$ cat src/rtl/flag_regs_consts.svh
// Constants for the fault and event flag registers: offsets, bit positions, timing.
// Assumes a 10 MHz system clock shared with the control bus.
`ifndef FLAG_REGS_CONSTS_SVH
`define FLAG_REGS_CONSTS_SVH

`define FR_PAGE_MAIN 8'h00
`define FR_ADDR_BUTTON_CLR 7'h0E
`define FR_ADDR_DRV_STATUS 7'h5F
`define FR_ADDR_STICKY 7'h60
`define FR_ADDR_LIVE 7'h61

`define FR_BIT_SHORT_L 7
`define FR_BIT_SHORT_R 6
`define FR_BIT_SHORT_C 5
`define FR_BIT_COM_PWR 3
`define FR_BIT_BUTTON 3
`define FR_BIT_HEADSET 2
`define FR_BIT_GATE_L 1
`define FR_BIT_GATE_R 0

`define FR_REG_RESET 8'h00
`define FR_CLK_KHZ 10000
`define FR_IRQ_PULSE_US 2000
`define FR_IRQ_GAP_US 2000

`endif

$ cat src/rtl/flag_regs_pkg.sv
// Types shared by the fault and event flag register logic.
// Assumes flag_regs_consts.svh supplies the numeric constants.
package flag_regs_pkg;

    typedef struct packed {
        logic short_left;   // Short on the left headphone driver.
        logic short_right;  // Short on the right headphone driver.
        logic short_common; // Short on the common headphone driver.
        logic common_power; // Common driver fully powered up.
        logic button;       // Headset button held.
        logic headset;      // Headset present.
        logic gate_left;    // Left record power below noise threshold.
        logic gate_right;   // Right record power below noise threshold.
    } detect_t;

    typedef struct packed {
        logic       req;  // One-cycle read request.
        logic [7:0] page; // Register page.
        logic [6:0] addr; // Register number.
    } read_req_t;

    typedef enum logic [1:0] {
        IRQ_IDLE,
        IRQ_HIGH,
        IRQ_LOW
    } irq_state_t;

endpackage

$ cat src/rtl/level_sync.sv
// Two flip-flop synchroniser for a bundle of independent levels.
// Assumes each bit is a slow level; no bus coherence is promised across bits.
`timescale 1ns/1ps
`default_nettype none
module level_sync #(
    parameter int WIDTH = 8
) (
    input wire logic clk, // System clock.
    input wire logic sys_rst, // Asynchronous reset, active high.
    input wire logic [WIDTH-1:0] async_in, // Levels from another domain.
    output logic [WIDTH-1:0] sync_out // Levels safe to use on clk.
);
    logic [WIDTH-1:0] meta_q;

    initial begin
        if (WIDTH < 1) $error("level_sync: WIDTH must be at least 1.");
    end

    always_ff @(posedge clk or posedge sys_rst) begin
        if (sys_rst) begin
            meta_q <= '0;
            sync_out <= '0;
        end else begin
            meta_q <= async_in;
            sync_out <= meta_q;
        end
    end
endmodule // level_sync
`default_nettype wire

$ cat src/rtl/fault_and_event_flag_regs.sv
// Fault and event flag registers: live driver status, sticky flags, real-time flags.
// Assumes detector levels arrive asynchronously and reads come on the system clock.
`timescale 1ns/1ps
`default_nettype none
`include "flag_regs_consts.svh"
module fault_and_event_flag_regs #(
    parameter int CLK_KHZ = `FR_CLK_KHZ,
    parameter int IRQ_PULSE_CYC = (`FR_IRQ_PULSE_US * CLK_KHZ) / 1000,
    parameter int IRQ_GAP_CYC = (`FR_IRQ_GAP_US * CLK_KHZ) / 1000
) (
    input wire logic clk, // System clock, 10 MHz.
    input wire logic sys_rst, // Asynchronous reset, active high.
    input wire flag_regs_pkg::detect_t detect, // Raw detector levels.
    input wire flag_regs_pkg::read_req_t rd, // Register read request.
    input wire logic irq_continuous, // 1: pulse until sticky read; 0: one pulse.
    output logic [7:0] rd_data_q, // Read data, valid with rd_ack_q.
    output logic rd_ack_q, // One-cycle read answer.
    output logic irq_q // Interrupt output, active high.
);
    // Wide enough for any pulse or gap count that a parameter can hold.
    localparam int CNT_W = 32;
    localparam int DET_W = $bits(flag_regs_pkg::detect_t);

    flag_regs_pkg::detect_t det_s;
    flag_regs_pkg::detect_t det_prev_q;
    flag_regs_pkg::irq_state_t irq_state_q;
    flag_regs_pkg::irq_state_t irq_state_d;
    logic [7:0] sticky_q;
    logic [7:0] sticky_d;
    logic [7:0] sticky_set;
    logic [7:0] sticky_kept;
    logic button_hold_q;
    logic button_hold_d;
    logic [CNT_W-1:0] irq_cnt_q;
    logic [CNT_W-1:0] irq_cnt_d;
    logic [CNT_W-1:0] cnt_next;
    logic [CNT_W-1:0] pulse_load;
    logic [CNT_W-1:0] gap_load;
    logic [7:0] short_bits;
    logic [7:0] gate_bits;
    logic [7:0] edge_bits;
    logic [7:0] drv_status;
    logic [7:0] live_flags;
    logic [7:0] rd_mux;
    logic [7:0] rd_data_d;
    logic rd_ack_d;
    logic irq_d;
    logic hit_status;
    logic hit_sticky;
    logic hit_live;
    logic hit_button_clr;
    logic sticky_read;
    logic button_read;
    logic button_rise;
    logic headset_edge;
    logic new_event;
    logic irq_pending;
    logic irq_repeat;
    logic cnt_done;

    // A zero-length pulse or gap would leave the interrupt stuck in one state.
    initial begin
        if (CLK_KHZ < 1) begin
            $error("fault_and_event_flag_regs: CLK_KHZ must be at least 1.");
        end
        if (IRQ_PULSE_CYC < 1) begin
            $error("fault_and_event_flag_regs: IRQ_PULSE_CYC must be at least 1.");
        end
        if (IRQ_GAP_CYC < 1) begin
            $error("fault_and_event_flag_regs: IRQ_GAP_CYC must be at least 1.");
        end
        if (DET_W != 8) begin
            $error("fault_and_event_flag_regs: detector bundle must be one byte.");
        end
    end

    // Detector levels come from analog circuits on no clock of ours.
    level_sync #(
        .WIDTH(DET_W)
    ) u_sync (
        .clk(clk),
        .sys_rst(sys_rst),
        .async_in(detect),
        .sync_out(det_s)
    );

    // Puts one flag at its bit position in an otherwise clear byte.
    function automatic logic [7:0] place_bit(input logic v, input int pos);
        logic [7:0] r;
        r = 8'h00;
        r[pos[2:0]] = v;
        return r;
    endfunction

    // The three driver shorts share one layout in all three registers.
    function automatic logic [7:0] short_field(input flag_regs_pkg::detect_t d);
        logic [7:0] r;
        r = place_bit(d.short_left, `FR_BIT_SHORT_L);
        r = r | place_bit(d.short_right, `FR_BIT_SHORT_R);
        r = r | place_bit(d.short_common, `FR_BIT_SHORT_C);
        return r;
    endfunction

    // The two noise gates share one layout in the sticky and live registers.
    function automatic logic [7:0] gate_field(input flag_regs_pkg::detect_t d);
        logic [7:0] r;
        r = place_bit(d.gate_left, `FR_BIT_GATE_L);
        r = r | place_bit(d.gate_right, `FR_BIT_GATE_R);
        return r;
    endfunction

    // True when a request addresses the given register on the main page.
    function automatic logic reg_hit(
        input flag_regs_pkg::read_req_t r,
        input logic [6:0] a
    );
        return r.req && (r.page == `FR_PAGE_MAIN) && (r.addr == a);
    endfunction

    // Address decode of the main page registers this block owns or watches.
    assign hit_status = reg_hit(rd, `FR_ADDR_DRV_STATUS);
    assign hit_sticky = reg_hit(rd, `FR_ADDR_STICKY);
    assign hit_live = reg_hit(rd, `FR_ADDR_LIVE);
    assign hit_button_clr = reg_hit(rd, `FR_ADDR_BUTTON_CLR);
    assign sticky_read = hit_sticky;
    assign button_read = hit_button_clr;

    assign short_bits = short_field(det_s);
    assign gate_bits = gate_field(det_s);
    assign button_rise = det_s.button && !det_prev_q.button;
    assign headset_edge = det_s.headset ^ det_prev_q.headset;
    assign edge_bits = place_bit(button_rise, `FR_BIT_BUTTON)
        | place_bit(headset_edge, `FR_BIT_HEADSET);

    // Reserved bits are left at zero by construction.
    assign drv_status = short_bits
        | place_bit(det_s.common_power, `FR_BIT_COM_PWR);

    // Shorts and noise gates set while present; the headset sets on either edge.
    assign sticky_set = short_bits | gate_bits | edge_bits;

    // A set in the cycle of the clearing read wins, so no event is lost.
    assign sticky_kept = sticky_read ? `FR_REG_RESET : sticky_q;
    assign sticky_d = sticky_kept | sticky_set;

    // A new press in the cycle of the clearing read wins for the same reason.
    assign button_hold_d = button_rise || (button_hold_q && !button_read);

    assign live_flags = short_bits
        | place_bit(button_hold_q, `FR_BIT_BUTTON)
        | place_bit(det_s.headset, `FR_BIT_HEADSET)
        | gate_bits;

    assign rd_mux = hit_status ? drv_status
        : hit_sticky ? sticky_q
        : hit_live ? live_flags
        : `FR_REG_RESET;
    assign rd_data_d = rd.req ? rd_mux : `FR_REG_RESET;
    assign rd_ack_d = rd.req;

    // An event is new when a sticky bit goes from clear to set.
    assign new_event = |(sticky_set & ~sticky_q);
    assign irq_pending = sticky_d != `FR_REG_RESET;
    assign irq_repeat = irq_continuous && irq_pending;
    assign cnt_done = irq_cnt_q == '0;
    assign cnt_next = irq_cnt_q - CNT_W'(1);
    assign pulse_load = CNT_W'(IRQ_PULSE_CYC - 1);
    assign gap_load = CNT_W'(IRQ_GAP_CYC - 1);

    // In continuous mode the pulse train runs while any sticky bit is pending,
    // so the sticky read is what stops it; single mode gives one pulse per new event seen while idle.
    // Events that arrive during a pulse or gap do not restart it, which keeps
    // the pulse width fixed for whatever edge detector sits on the pin.
    always_comb begin
        irq_state_d = irq_state_q;
        irq_cnt_d = irq_cnt_q;
        unique case (irq_state_q)
            flag_regs_pkg::IRQ_IDLE: begin
                if (new_event) begin
                    irq_state_d = flag_regs_pkg::IRQ_HIGH;
                    irq_cnt_d = pulse_load;
                end
            end
            flag_regs_pkg::IRQ_HIGH: begin
                if (!cnt_done) begin
                    irq_cnt_d = cnt_next;
                end else begin
                    irq_state_d = flag_regs_pkg::IRQ_LOW;
                    irq_cnt_d = gap_load;
                end
            end
            flag_regs_pkg::IRQ_LOW: begin
                if (!cnt_done) begin
                    irq_cnt_d = cnt_next;
                end else if (irq_repeat) begin
                    irq_state_d = flag_regs_pkg::IRQ_HIGH;
                    irq_cnt_d = pulse_load;
                end else begin
                    irq_state_d = flag_regs_pkg::IRQ_IDLE;
                end
            end
            default: begin
                // The fourth code of the state register is never entered; recover.
                irq_state_d = flag_regs_pkg::IRQ_IDLE;
                irq_cnt_d = '0;
            end
        endcase
    end

    assign irq_d = irq_state_d == flag_regs_pkg::IRQ_HIGH;

    always_ff @(posedge clk or posedge sys_rst) begin
        if (sys_rst) begin
            det_prev_q <= '0;
        end else begin
            det_prev_q <= det_s;
        end
    end

    always_ff @(posedge clk or posedge sys_rst) begin
        if (sys_rst) begin
            sticky_q <= `FR_REG_RESET;
        end else begin
            sticky_q <= sticky_d;
        end
    end

    always_ff @(posedge clk or posedge sys_rst) begin
        if (sys_rst) begin
            button_hold_q <= 1'b0;
        end else begin
            button_hold_q <= button_hold_d;
        end
    end

    always_ff @(posedge clk or posedge sys_rst) begin
        if (sys_rst) begin
            irq_state_q <= flag_regs_pkg::IRQ_IDLE;
        end else begin
            irq_state_q <= irq_state_d;
        end
    end

    always_ff @(posedge clk or posedge sys_rst) begin
        if (sys_rst) begin
            irq_cnt_q <= '0;
        end else begin
            irq_cnt_q <= irq_cnt_d;
        end
    end

    always_ff @(posedge clk or posedge sys_rst) begin
        if (sys_rst) begin
            rd_data_q <= `FR_REG_RESET;
        end else begin
            rd_data_q <= rd_data_d;
        end
    end

    always_ff @(posedge clk or posedge sys_rst) begin
        if (sys_rst) begin
            rd_ack_q <= 1'b0;
        end else begin
            rd_ack_q <= rd_ack_d;
        end
    end

    // Registered from the next state so the pin rises on the same edge as the flag.
    always_ff @(posedge clk or posedge sys_rst) begin
        if (sys_rst) begin
            irq_q <= 1'b0;
        end else begin
            irq_q <= irq_d;
        end
    end
endmodule // fault_and_event_flag_regs
`default_nettype wire

$ cat config.mk
export PLATFORM = sky130hd
export DESIGN_NAME = fault_and_event_flag_regs
export DESIGN_NICKNAME = d
export VERILOG_FILES = /design/src/rtl/flag_regs_pkg.sv /design/src/rtl/level_sync.sv /design/src/rtl/fault_and_event_flag_regs.sv
export VERILOG_INCLUDE_DIRS = /design/src /design/src/rtl
export SDC_FILE = /design/constraint.sdc
export NUM_CORES = 1
export LEC_CHECK = 0
export BUFFER_PORTS_ARGS = -buffer_cell sky130_fd_sc_hd__buf_2
export CORE_ASPECT_RATIO = 0.8
export CORE_UTILIZATION = 55
export DETAILED_ROUTE_END_ITERATION = 6
export GPL_TIMING_DRIVEN = 1
export MAX_ROUTING_LAYER = met4
export PLACE_DENSITY = 0.73
export SETUP_SLACK_MARGIN = 0.2
export SYNTH_ARGS = -nofsm -noshare
export SYNTH_HDL_FRONTEND = slang
export SYNTH_SLANG_ARGS = --single-unit
$ cat constraint.sdc
create_clock -name clk -period 5.2 [get_ports clk]
set_input_delay 1.56 -clock clk [delete_from_list [all_inputs] [get_ports clk]]
set_output_delay 1.56 -clock clk [all_outputs]
set_load 0.05 [all_outputs]
---- Word level (Yosys, flattened, before mapping) ----
Cells that the tools add are included.
word-level totals
  flip-flop bits (word level) ............. 71
operators by class
  multiplexer cells ....................... 15
  bitwise operators ....................... 14
  equality and inequality tests ........... 9
  $add $sub $neg .......................... 1
  reductions and logical operators ........ 17
operator list
  kind                                                                   count
  32-bit 2-to-1 mux                                                      4
  32-bit one-hot mux with 3 select lines                                 1
  8-bit 2-to-1 mux                                                       5
  32-bit logical NOT                                                     1
  32-bit by 1-bit subtractor with 32-bit output, second input constant   1
  8-bit by 4-bit bitwise OR with 8-bit output                            3
  7-bit equality test, second input constant                             3
  8-bit by 2-bit bitwise OR with 8-bit output                            2
  8-bit AND                                                              1
  1-bit logical AND                                                      8
  8-bit logical NOT                                                      1
  8-bit inverter                                                         1
  8-bit by 3-bit bitwise OR with 8-bit output                            1
  8-bit by 6-bit bitwise OR with 8-bit output                            1
  8-bit by 7-bit bitwise OR with 8-bit output                            1
  8-bit bitwise OR                                                       1
  8-bit nonzero test                                                     1
  8-bit OR reduction                                                     1
  7-bit by 4-bit equality test with 1-bit output, second input constant  1
  2-bit 2-to-1 mux                                                       3
  2-bit one-hot mux with 3 select lines                                  1
  2-bit by 1-bit equality test with 1-bit output, second input constant  2
  4-bit by 3-bit bitwise OR with 4-bit output                            1
  3-bit != test, second input constant                                   1
  other kinds (9)                                                        10

---- Depth between registers and ports, before layout ----
  depth in word-level cells ............... 11
  mapped depth ............................ 10
  mapped depth without buffers ............ 8

---- Cells and area by module ----
From an unflattened synthesis, not the netlist that was laid out.
unflattened totals
  cell total of the unflattened synthesis .. 359
  area, all modules ....................... 3,592.2 um^2
modules (own cells, without submodules)
  module                     times used  cells an instance  area each (um^2)
  fault_and_event_flag_regs  1           342                3,188.1
  level_sync                 1           17                 404.1

---- Worst setup path after synthesis ----
OpenSTA, ideal clock, no wires.
  path type ............................... input to register
  start point ............................. input rd[9] (netlist bit)
  end point ............................... register irq_cnt_q[0]
  path slack .............................. 1.961 ns
  data arrival time ....................... 3.114 ns
  stages .................................. 7
  setup time .............................. 0.125 ns
  required time ........................... 5.075 ns
  cells stage by stage .................... nor4_1 -> nand4b_1 -> o31ai_1 -> and4bb_1 -> or2_2 -> buf_4 -> mux2_2
on the way
  longest elaborated chain between the ends .. 9
RTL lines
  element                         RTL line                          source
  start, declared                 fault_and_event_flag_regs.sv:14   input wire flag_regs_pkg::read_req_t rd,
  8-bit logical NOT (no line)     n/a
  1-bit logical AND (2 in a row)  fault_and_event_flag_regs.sv:117  return r.req && (r.page == `FR_PAGE_MAIN) && (r.addr == a);
  8-bit 2-to-1 mux                fault_and_event_flag_regs.sv:143  assign sticky_kept = sticky_read ? `FR_REG_RESET : sticky_q;
  8-bit bitwise OR                fault_and_event_flag_regs.sv:144  assign sticky_d = sticky_kept | sticky_set;
  8-bit nonzero test (no line)    n/a
  1-bit logical AND               fault_and_event_flag_regs.sv:164  assign irq_repeat = irq_continuous && irq_pending;
  3-bit != test (no line)         n/a
  2-bit AND reduction (no line)   n/a
  end signal, assigned            fault_and_event_flag_regs.sv:248  irq_cnt_q <= irq_cnt_d;
  end, declared                   fault_and_event_flag_regs.sv:34   logic [CNT_W-1:0] irq_cnt_q;
No other way between the ends.
A chain may end at the register's enable or synchronous reset.

---- Worst setup path after layout ----
  start point ............................. input rd[9] (netlist bit)
  end point ............................... register irq_cnt_q[1]
The elaborated chain is that of the path after synthesis.

==> out/summary.txt <==
Largest area contributor in the netlist: dfrtp_1
Initial antenna violation count: 0
Flops & latches, synth: 71
Crit-path cells: buf_2 > nor4_1 > nand4b_1 > o31ai_1 > and4bb_1 > or2_2 > mux2_2
Synth Area per Inst: 10.5 um^2
Clock-pin slew on the worst setup and hold paths: 0.08 ns
Post-Syn Instances: 329
Hold_buf cts: 0
Cell area after layout: 3900 um^2
CTS Sinks: 71
Fin crit share: 74.6%
Ys Warns: 0
Worst-Skew Late Latency: 0.35 ns
Fin Hold WS: 0.351 ns
Leakage power: 1.83 nW
Die Height: 72.7 um
CTS tree: yes
Worst Path Buf+Inv: 1
GRT overflow: 0
Power Dens Cells: 302 nW/um^2
Final Hold Viols: 0
Row cnt: 25
Max incr delay on CP: 0.58 ns
First-pass DRT Iterations: 5
Primary FF master, synth: dfrtp_1
WL/cell: 16.3 um
P&R area growth vs syn: 13.4%
Crit path time final: 3.88 ns
Synthesized area: 3440 um^2
First-pass GRT wire length: 12300 um
Slowest-stage cell, CP: or2_2
Worst Clk Skew: 0.00924 ns
Fillers: 494
Max FO, Critical Path: 28
Peak VDD IR: 269 uV
Distinct cells, synth: 58
Final setup fails: 0
Die Wd: 90.4 um
Slew HR: 33.0%
Vias per cell: 6.09
Tightest Pin Transition: 1.00 ns
Seq/Total Area, Yosys: 51.7%
Delay-heaviest family, CP: simple AND/OR/NAND/NOR gates
Antenna-violating nets left: 0
Critical path endpoint category: flip-flop
Ratio of cells with drive above 1 in the final layout: 17.8%
Resized Gates After CTS: 0
DRT iter0 DRCs: 264
I/O pin count: 37
Worst Hold Class: flip-flop to flip-flop
Port bufs: 36
Final net count: 399
Num CTS Buffers: 9
Critical path type: primary input to flip-flop
Core Area: 5970 um^2
DR vias: 2751
Largest net degree at the start of global routing: 41
Post-DP Area: 3700 um^2
CP Launch Type: primary input
Status: completed
WL final: 7380 um
Max cap viols: 0
Clock root buffer: clkbuf_8
Max-slew violations: 0
Asr flop ratio synth: 100%
Synthesized Nets: 362
Synth top area share: 51.7%
Setup TNS: 0 ns
Crit path DAT: 4.13 ns
Die area: 6580 um^2
Setup Fix Bufs, Post-CTS: 0
DP Wirelength: 5090 um
H-tree level count: 3
Clock buffer depth: 2
Critical Path RT: 5.45 ns
GPL Wtd Cong: 0.859
# DRC: 0
RSZ-0062 raised after global routing: false
Peak Freq: 258 MHz
Initial Util: 57.6%
N_diodes: 0
Post-synth EDFFs: 0
Most frequent cells in the layout: 71 x dfrtp_1, 36 x buf_2, 21 x nor2_1
Most common cell after layout, fill and taps aside: dfrtp_1
Vias in the first global route: 2526
Total track usage: 25.1%
Area contributors post-synth: dfrtp_1 52%, a21o_1 3.7%, o31ai_1 3.1%
routing by layer:
| layer | part of all wire, % | global-route usage [%] |
|---|---|---|
| met2 | 43 | 36.6 |
| met3 | 6.2 | 5.83 |
| met1 | 50 | 35.0 |
| met4 | 0.92 | 8.06 |
| met5 | 0 | - |
power by group:
| part | internal, mW | switching (mW) |
|---|---|---|
| sequential | 0.589 | 0.0428 |
| clock | 0.226 | 0.221 |
| combinational | 0.0462 | 0.0506 |
| total | 0.861 | 0.315 |
metrics by stage:
| step | util (%) | std cells | setup slack (ns) | total power [mW] |
|---|---|---|---|---|
| final | 65.3 | 452 | 1.32 | 1.18 |
| after global routing | 65.3 | 452 | 1.11 | 1.23 |
| after CTS | 65.3 | 452 | 1.34 | 1.19 |
| after detailed placement | 61.9 | 436 | 0.968 | 0.738 |
| after global placement | 61.9 | 436 | 1.05 | 0.733 |
| after floorplan | - | 329 | 1.84 | 0.700 |
registers in the layout, summed over array words and instances (netlist names):
signal and cells:
irq_cnt_q 32, rd_data_q 8, sticky_q 8, u_sync.meta_q 8
u_sync.sync_out 8, det_prev_q 2, irq_state_q 2, button_hold_q 1
irq_q 1, rd_ack_q 1
worst paths after layout:
kind / startpoint / end / slack, ns / depth (start not counted)
worst min-delay path: u_sync.meta_q[6] / u_sync.sync_out[6] / 0.35 / 0
min in group asynchronous: sys_rst / irq_cnt_q[0] / 1.29 / 2
max in group asynchronous: sys_rst / irq_cnt_q[22] / 2.96 / 3
worst max register to register: irq_cnt_q[9] / irq_cnt_q[1] / 1.62 / 6
worst min register to register: u_sync.meta_q[6] / u_sync.sync_out[6] / 0.35 / 0
worst max-delay path: rd[9] / irq_cnt_q[1] / 1.32 / 7
worst register-to-register path, cell delays in order (launching register included):
cell and delay, ns:
dfrtp_1 0.42, or3_1 0.51, nor4_2 0.61, nand3_1 0.29
and4bb_1 0.66, or2_2 0.58, mux2_2 0.41
cells by family (layout without fill, tap and decap cells):
| logic type | Yosys count | count (layout) | synth area share, % |
|---|---|---|---|
| DFF | 71 | 71 | 51.7 |
| muxes | 5 | 5 | 1.53 |
| buffers and inverters | 27 | 69 | 3.20 |
| xor gates and xnor gates | 1 | 1 | 0.255 |
| AOI/OAI and AO/OA | 94 | 94 | 20.8 |
| adders and majority gates | 6 | 6 | 2.18 |
| and+or+nand+nor | 125 | 125 | 20.3 |
final cells by class:
type                    count  area, um^2  share of cell area [%]
flip-flops and latches     71        1780                    45.6
inverters                  13        48.8                    1.25
clock buffers               9         124                    3.18
well taps                  81         101                    2.60
repair buffers             40         210                    5.39
clock inverters             7        78.8                    2.02
multi-input cells         231        1560                    40.0
synthesized netlist by cell type, types with 9 or more instances:
master,count
a21o_1,17
a31oi_1,9
clkbuf_1,9
dfrtp_1,71
inv_1,13
nand2_1,14
nand3_1,15
nor2_1,21
nor3_1,19
nor4_1,10
o21ai_0,9
o31ai_1,14
or3_1,10
(Power assumes the default switching activity.)
